## src/design/tfpw_regs.vh

```
// Register offsets, field positions, modes, edge codes, counter values and reset values of the timer channel
`ifndef TFPW_REGS_VH
`define TFPW_REGS_VH
// ----------------------------------------
// Register offsets (8-bit index)
// ----------------------------------------
`define TFPW_OFF_CTRL 8'h00
`define TFPW_OFF_MODE 8'h01
`define TFPW_OFF_EDGE 8'h02
`define TFPW_OFF_OPT 8'h03
`define TFPW_OFF_OVFCLR 8'h04
`define TFPW_OFF_CCR0 8'h05
`define TFPW_OFF_CCR1 8'h06
`define TFPW_OFF_CNT 8'h07
`define TFPW_OFF_IRQST 8'h08
`define TFPW_OFF_IRQMSK 8'h09
`define TFPW_OFF_PRESC 8'h0A
// ----------------------------------------
// Field positions
// ----------------------------------------
`define TFPW_CTRL_RUN 0
`define TFPW_CTRL_EEE 1
`define TFPW_OPT_OVF 0
`define TFPW_OPT_CCS0 4
`define TFPW_OPT_CCS1 5
`define TFPW_IRQ_CC0 0
`define TFPW_IRQ_CC1 1
`define TFPW_IRQ_OV 2
// ----------------------------------------
// Modes, edges, values
// ----------------------------------------
`define TFPW_MODE_FREE 3'h5
`define TFPW_MODE_PWM 3'h6
`define TFPW_EDGE_NONE 2'h0
`define TFPW_EDGE_RISE 2'h1
`define TFPW_EDGE_FALL 2'h2
`define TFPW_EDGE_BOTH 2'h3
`define TFPW_CNT_MAX 16'hFFFF
`define TFPW_CNT_ZERO 16'h0000
`define TFPW_RST_PRESC 8'h00
`endif

```

## src/design/tfpw_timer.v

```verilog
// Timer channel with free-running and pulse width measurement modes
//
// The register offsets and the strobed register port were left to the implementer.
`default_nettype none
`include "tfpw_regs.vh"

// What this block does
// - Two compare registers match independently
// - Free-run capture keeps counter running
// - Overflow flag cleared by bit or write
// - Early capture may store FFFFH
// - Mode 110 selects pulse width measurement
// - Counting starts when run bit set
// - Pulse capture stores, clears counter, interrupts
// - Wrap at FFFFH raises overflow, sets flag
module tfpw_timer #(
	parameter PWM_CAPABLE = 1
) (
	// Clock and reset
	input wire clk,
	input wire rst,
	// Register port
	input wire [7:0] reg_addr,
	input wire [15:0] reg_wdata,
	input wire reg_wr,
	input wire reg_rd,
	output reg [15:0] reg_rdata,
	// Trigger pins and external event
	input wire first_trigger_pin,
	input wire second_trigger_pin,
	input wire ext_event_pin,
	// Interrupt outputs
	output reg capture_irq0,
	output reg capture_irq1,
	output reg overflow_irq,
	output wire irq
);

	// ----------------------------------------
	// Registers
	// ----------------------------------------
	reg run_ff; // count_run_bit
	reg ext_sel_ff; // external_event_select
	reg [2:0] mode_ff; // mode_select_field
	reg [3:0] edge_ff; // edge_select_reg, two bits per trigger
	reg ccs0_ff; // first_cc_function_select
	reg ccs1_ff; // second_cc_function_select
	reg ovf_ff; // overflow_flag
	reg [15:0] ccr0_ff;
	reg [15:0] ccr1_ff;
	reg [15:0] cnt_ff;
	reg [2:0] irq_st_ff;
	reg [2:0] irq_msk_ff;
	reg [7:0] presc_ff; // Count clock divider, 0 means every cycle
	reg [7:0] div_ff;
	reg run_d_ff; // First count tick seen since the run bit was set

	// ----------------------------------------
	// Input synchronisers
	// ----------------------------------------
	reg [2:0] sync1_ff;
	reg [2:0] sync2_ff;
	reg [2:0] prev_ff;
	// Pins come from outside; two flops before any use
	always @(posedge clk) begin
		if (rst) begin
			sync1_ff <= 3'h0;
			sync2_ff <= 3'h0;
			prev_ff <= 3'h0;
		end else begin
			sync1_ff <= {ext_event_pin, second_trigger_pin, first_trigger_pin};
			sync2_ff <= sync1_ff;
			prev_ff <= sync2_ff;
		end
	end

	// ----------------------------------------
	// Edge detection per trigger
	// ----------------------------------------
	wire [1:0] trig_edge;
	genvar gi;
	generate
		for (gi = 0; gi < 2; gi = gi + 1) begin : g_edge
			wire rise = sync2_ff[gi] & ~prev_ff[gi];
			wire fall = ~sync2_ff[gi] & prev_ff[gi];
			wire [1:0] sel = edge_ff[2*gi+1:2*gi];
			// No-edge setting disables the input entirely
			assign trig_edge[gi] = ((sel == `TFPW_EDGE_RISE) & rise) |
				((sel == `TFPW_EDGE_FALL) & fall) |
				((sel == `TFPW_EDGE_BOTH) & (rise | fall));
		end
	endgenerate
	wire ext_edge = sync2_ff[2] & ~prev_ff[2];

	// ----------------------------------------
	// Count clock enable
	// ----------------------------------------
	wire div_tick = (div_ff == presc_ff);
	wire pwm_mode = (mode_ff == `TFPW_MODE_PWM) && (PWM_CAPABLE != 0);
	wire count_en = run_ff & ((ext_sel_ff & ~pwm_mode) ? ext_edge : div_tick);
	always @(posedge clk) begin
		if (rst || !run_ff || div_tick)
			div_ff <= 8'h00;
		else
			div_ff <= div_ff + 8'h01;
	end

	// ----------------------------------------
	// Decode of bus writes
	// ----------------------------------------
	wire wr_opt = reg_wr && (reg_addr == `TFPW_OFF_OPT);
	wire wr_ovfclr = reg_wr && (reg_addr == `TFPW_OFF_OVFCLR);
	wire wr_irqst = reg_wr && (reg_addr == `TFPW_OFF_IRQST);
	// The idle FFFFH to 0000H step on the first tick is a start, not a wrap
	wire wrap = count_en && run_d_ff && (cnt_ff == `TFPW_CNT_MAX);
	// Captures only happen in capture role or in pulse width mode
	wire cap0 = run_ff & trig_edge[0] & (ccs0_ff | pwm_mode);
	wire cap1 = run_ff & trig_edge[1] & (ccs1_ff | pwm_mode);
	wire cmp0 = count_en & ~ccs0_ff & ~pwm_mode & (cnt_ff == ccr0_ff);
	wire cmp1 = count_en & ~ccs1_ff & ~pwm_mode & (cnt_ff == ccr1_ff);

	// ----------------------------------------
	// Counter
	// ----------------------------------------
	// Counter idles at FFFFH so the first count lands on 0000H
	always @(posedge clk) begin
		if (rst) begin
			cnt_ff <= `TFPW_CNT_MAX;
		end else if (!run_ff) begin
			cnt_ff <= `TFPW_CNT_MAX;
		end else if (pwm_mode && (cap0 || cap1)) begin
			cnt_ff <= `TFPW_CNT_ZERO;
		end else if (count_en) begin
			cnt_ff <= cnt_ff + 16'h0001;
		end
	end

	// ----------------------------------------
	// Capture / compare storage and control
	// ----------------------------------------
	always @(posedge clk) begin
		if (rst) begin
			run_ff <= 1'b0;
			run_d_ff <= 1'b0;
			ext_sel_ff <= 1'b0;
			mode_ff <= `TFPW_MODE_FREE;
			edge_ff <= 4'h0;
			ccs0_ff <= 1'b0;
			ccs1_ff <= 1'b0;
			ccr0_ff <= `TFPW_CNT_ZERO;
			ccr1_ff <= `TFPW_CNT_ZERO;
			irq_msk_ff <= 3'h0;
			presc_ff <= `TFPW_RST_PRESC;
		end else begin
			// Armed by the first tick, dropped whenever counting stops
			run_d_ff <= run_ff & (run_d_ff | count_en);
			if (reg_wr) begin
				case (reg_addr)
				`TFPW_OFF_CTRL: begin
					run_ff <= reg_wdata[`TFPW_CTRL_RUN];
					ext_sel_ff <= reg_wdata[`TFPW_CTRL_EEE];
				end
				`TFPW_OFF_MODE: begin
					mode_ff <= reg_wdata[2:0];
				end
				`TFPW_OFF_EDGE: edge_ff <= reg_wdata[3:0];
				`TFPW_OFF_OPT: begin
					ccs0_ff <= reg_wdata[`TFPW_OPT_CCS0];
					ccs1_ff <= reg_wdata[`TFPW_OPT_CCS1];
				end
				// Compare values take effect at once
				`TFPW_OFF_CCR0: if (!ccs0_ff && !pwm_mode) ccr0_ff <= reg_wdata;
				`TFPW_OFF_CCR1: if (!ccs1_ff && !pwm_mode) ccr1_ff <= reg_wdata;
				`TFPW_OFF_IRQMSK: irq_msk_ff <= reg_wdata[2:0];
				`TFPW_OFF_PRESC: presc_ff <= reg_wdata[7:0];
				default: begin
				end
				endcase
			end
			if (cap0)
				ccr0_ff <= cnt_ff;
			if (cap1)
				ccr1_ff <= cnt_ff;
		end
	end

	// ----------------------------------------
	// Overflow flag and interrupt pulses
	// ----------------------------------------
	always @(posedge clk) begin
		if (rst) begin
			ovf_ff <= 1'b0;
			overflow_irq <= 1'b0;
			capture_irq0 <= 1'b0;
			capture_irq1 <= 1'b0;
		end else begin
			overflow_irq <= wrap;
			capture_irq0 <= cap0 | cmp0;
			capture_irq1 <= cap1 | cmp1;
			if (wrap)
				ovf_ff <= 1'b1;
			else if (wr_ovfclr || (wr_opt && !reg_wdata[`TFPW_OPT_OVF]))
				ovf_ff <= 1'b0;
		end
	end

	// ----------------------------------------
	// Interrupt status and mask
	// ----------------------------------------
	wire [2:0] irq_evt = {wrap, cap1 | cmp1, cap0 | cmp0};
	genvar gj;
	generate
		for (gj = 0; gj < 3; gj = gj + 1) begin : g_irq
			// Write one clears; a new event in the same cycle wins
			always @(posedge clk) begin
				if (rst)
					irq_st_ff[gj] <= 1'b0;
				else if (irq_evt[gj])
					irq_st_ff[gj] <= 1'b1;
				else if (wr_irqst && reg_wdata[gj])
					irq_st_ff[gj] <= 1'b0;
			end
		end
	endgenerate
	assign irq = |(irq_st_ff & irq_msk_ff);

	// ----------------------------------------
	// Read path, data one cycle after strobe
	// ----------------------------------------
	always @(posedge clk) begin
		if (rst) begin
			reg_rdata <= 16'h0000;
		end else if (reg_rd) begin
			case (reg_addr)
			`TFPW_OFF_CTRL: reg_rdata <= {14'h0000, ext_sel_ff, run_ff};
			`TFPW_OFF_MODE: reg_rdata <= {13'h0000, mode_ff};
			`TFPW_OFF_EDGE: reg_rdata <= {12'h000, edge_ff};
			`TFPW_OFF_OPT: reg_rdata <= {10'h000, ccs1_ff, ccs0_ff, 3'h0, ovf_ff};
			`TFPW_OFF_CCR0: reg_rdata <= ccr0_ff;
			`TFPW_OFF_CCR1: reg_rdata <= ccr1_ff;
			// Stopped counter reads as zero
			`TFPW_OFF_CNT: reg_rdata <= run_ff ? cnt_ff : `TFPW_CNT_ZERO;
			`TFPW_OFF_IRQST: reg_rdata <= {13'h0000, irq_st_ff};
			`TFPW_OFF_IRQMSK: reg_rdata <= {13'h0000, irq_msk_ff};
			`TFPW_OFF_PRESC: reg_rdata <= {8'h00, presc_ff};
			default: reg_rdata <= 16'h0000;
			endcase
		end else begin
			reg_rdata <= 16'h0000;
		end
	end

endmodule // tfpw_timer
`default_nettype wire

```

## config.mk

```make
export PLATFORM = sky130hd
export DESIGN_NAME = tfpw_timer
export DESIGN_NICKNAME = d
export VERILOG_FILES = /design/src/design/tfpw_timer.v
export VERILOG_INCLUDE_DIRS = /design/src /design/src/design
export SDC_FILE = /design/constraint.sdc
export NUM_CORES = 1
export LEC_CHECK = 0
export BUFFER_PORTS_ARGS = -buffer_cell sky130_fd_sc_hd__buf_2
export CORE_AREA = 2 2 140 142
export CTS_CLUSTER_DIAMETER = 40
export DETAILED_ROUTE_END_ITERATION = 16
export DIE_AREA = 0 0 142 144
export HOLD_SLACK_MARGIN = 0.12
export PLACE_DENSITY = 0.56
export SYNTH_ARGS = -nofsm -noshare
export SYNTH_HDL_FRONTEND = slang
export SYNTH_SLANG_ARGS = --single-unit
export TNS_END_PERCENT = 100
```

## constraint.sdc

```tcl
create_clock -name clk -period 2.3 [get_ports clk]
set_input_delay 0.46 -clock clk [delete_from_list [all_inputs] [get_ports clk]]
set_output_delay 0.46 -clock clk [all_outputs]
set_load 0.05 [all_outputs]
```

==> results.py <==
metrics = {
    "critical_path": {
        "critical_path_class": "reg -> reg",
        "worstPathRequired_ns": 2.60,
        "cp_slowest_stage_delay_ns": 0.68,
        "cp-start-kind": "register",
        "crit_slowest_cell": "o31ai_1",
        "cp_max_fo": 6,
        "path_cells": "xnor2_1 -> nand4_1 -> o31ai_1 -> buf_4 -> nand3_1 -> nand2_1",
        "crit_path_end_kind": "register",
        "cp_data_arrival_time_ns": 2.46,
    },
    "power": {
        "leakagePower_nw": 2.46,
        "power_density_mw_per_mm2": 556,
        "max-vdd-ir-drop_v": 0.000419,
        "p_total_mw": 3.82,
    },
    "synthesis": {
        "ys_ff_latch": 111,
        "synth_flop_cell": "dfxtp_1",
        "synth_edf_count": 0,
        "syn_nets": 731,
        "async_reset_ff_share_pct": 0,
        "syn_avg_cell_area_um2": 8.28,
        "synth.cell_area_mm2": 0.00575,
        "seq_area_frac_synth_pct": 38.7,
        "synth_cells": 694,
        "yosysUniqueCellTypes": 56,
        "ys_warn_count": 0,
    },
    "route": {
        "vias": 5368,
        "drt_iter0_markers": 509,
        "drtPass1Iterations": 6,
        "drt-wirelength-per-cell_um": 17.6,
        "final_antenna_net_count": 0,
        "routed_via_density": 5.39,
        "drc": 0,
        "routed_wl_um": 17500,
    },
    "clocking": {
        "cts_tree": "yes",
        "clk_latency_ns": 0.36,
        "htree_levels": 3,
        "cts-hold-fix-buffers": 0,
        "cts_buffers": 9,
        "cts-root-buf": "clkbuf_16",
        "cts.clk_slew.worst_paths_ns": 0.07,
        "post_cts_resize_count": 0,
        "cts_buffer_depth": 2,
        "clock_sinks": 111,
        "cts_setup_buffers": 0,
    },
    "sta": {
        "finalCritPeriodShare_pct": 93.7,
        "setup_viol": 0,
        "drv_slew": 0,
        "rsz0062_at_grt": "false",
        "worst_pin_slew_ns": 0.686,
        "fmax_ghz": 0.464,
        "maxSlewHeadroom_pct": 53.9,
        "final-hold-violation-count": 0,
        "min_period_ns": 2.16,
        "finalSetupTns_ns": 0,
        "setup_ws_ns": 0.144,
        "finClkSkew_ns": 0.00916,
    },
    "floorplan": {
        "core_mm2": 0.0191,
        "std_cell_rows": 51,
        "start_util_pct": 30.1,
        "die-width_um": 142,
        "ioPinCount": 51,
        "die_h_um": 144,
        "fp.dieArea_mm2": 0.0204,
    },
    "global_routing": {
        "grt_max_degree": 52,
        "antenna_found_initial": 0,
        "grt_util_all_layers_pct": 17.6,
        "overflow": 0,
        "grt_pass1_wl_um": 27800,
        "grt_pass1_vias": 4916,
    },
    "place": {
        "io_buffers": 50,
        "gp_congestion": 0.846,
        "place_hpwl_um": 12600,
        "post-place-ws_ns": 0.0299,
    },
    "status": {
        "status": "finished, final reports clean",
    },
    "layout": {
        "diodes": 0,
        "syn2layout_area_growth_pct": 19.4,
        "drive_above_1_share_pct": 20.2,
        "final_nets": 789,
    },
    "job": {
        "drv_cap": 0,
    },
    "min_path": {
        "hp-class": "in -> reg",
    },
}
layout make-up:
type                       instances  area (um^2)
clock inverter                     6         90.1
inverter                          10         37.5
sequential                       111         2220
tap                              238          298
clock buffer                      10          239
multi-input combinational        509         3210
fill                            1969        12200
timing repair buffer             111          771
critical path, delay by kind of cell, from the launching register on:
kind | cells | cell delay (ns)
buffers and inverters | 1 | 0.27
flip-flops | 1 | 0.34
AND/OR/NAND/NOR | 3 | 0.57
XOR/XNOR | 1 | 0.22
AO/OA/AOI/OAI | 1 | 0.68
kinds of logic after synthesis:
logic type      share of synthesized area [%]
flops                                    38.7
fa+ha+maj                                1.31
mux                                      2.63
simple gates                             26.2
compound gates                           18.5
buf+inv                                  5.53
xor+xnor                                 7.16
registers in the layout, indices dropped and copies added, names as in the netlist, 4 cells and up:
register	cells
ccr0_ff	16
ccr1_ff	16
cnt_ff	16
div_ff	8
edge_ff	4
presc_ff	8
reg_rdata	16
placed cells by master (no fill, tap or decap), types with 4 or more instances in the layout:
cell       synthesis  final
a222oi_1           6      6
o211ai_1          16     16
a22oi_1           23     23
nor4_1             4      4
inv_1             10     10
buf_4              3     56
dfxtp_1          111    111
nor2b_1           12     12
xor2_1             5      5
a31oi_1           20     20
or3_1              6      6
ha_1               6      6
buf_12             0      5
a311oi_2          12     12
nand2_1           96     96
o21ai_0            6      6
a21oi_1           32     32
a311oi_1          12     12
nand2b_1           6      6
nand4_1           27     27
buf_2              4     50
xnor2_1           42     42
nor2_1            61     61
and3_1             8      8
clkbuf_16          0      9
nor3_1             9      9
nand3_1           41     41
mux2i_1           14     14
metal layers:
metal / track usage (%) / part of all wire, % / vias up
li1: - / - / 2615
met1: 24.8 / 47 / 2559
met2: 28.1 / 46 / 183
met3: 3.51 / 6.0 / 11
met4: 3.47 / 0.98 / 0
met5: 0 / 0 / -
through the flow:
step                util, %  instances  hold slack, ns  area [um^2]
floorplan                 -        694           0.414         5750
global placement       34.3        979           0.418         6540
detailed placement     34.3        979           0.428         6540
CTS                    36.0        995           0.293         6870
global route           36.0        995           0.289         6870
finish                 36.0        995           0.304         6870
power by group:
group | switching (mW) | leakage, nW | internal, mW
clock | 0.760 | 0.159 | 0.992
sequential | 0.00379 | 0.896 | 1.93
combinational | 0.0882 | 1.41 | 0.0464
total | 0.852 | 2.46 | 2.97
synthesized netlist by cell type, drive strengths merged, types with 2 or more instances:
cell	number	area, um^2
nor4	5	37.5
or4	3	26.3
a21oi	32	160
mux2i	14	140
xnor2	42	368
a222oi	6	60.1
a311oi	24	285
o21ai	8	40.0
nor3	13	91.3
inv	10	37.5
a21o	2	15.0
or3	6	37.5
ha	6	75.1
nand4	27	169
clkbuf	52	196
a31oi	20	125
nor2	61	229
buf	12	83.8
nand3	41	205
a22oi	23	173
and3b	3	26.3
nand3b	2	15.0
a211o	3	26.3
or3b	3	26.3
and4	3	26.3
nand2	96	360
nor3b	4	41.3
xor2	5	43.8
and3	8	50.1
a22o	2	17.5
o211ai	16	120
dfxtp	111	2220
or2	3	18.8
nor2b	12	75.1
nand2b	6	37.5
final timing paths:
path                                               start                        end  slack, ns  cells past startpoint
worst max-delay path            presc_ff[2]$_SDFFE_PP0P_  irq_st_ff[2]$_SDFFE_PP0P_       0.14                      6
worst min-delay path                       ext_event_pin     sync1_ff[2]$_SDFF_PP0_       0.30                      2
worst max register to register  presc_ff[2]$_SDFFE_PP0P_  irq_st_ff[2]$_SDFFE_PP0P_       0.14                      6
worst min register to register    sync1_ff[1]$_SDFF_PP0_     sync2_ff[1]$_SDFF_PP0_       0.44                      1
No activity file was read; power rests on OpenSTA's default activity.
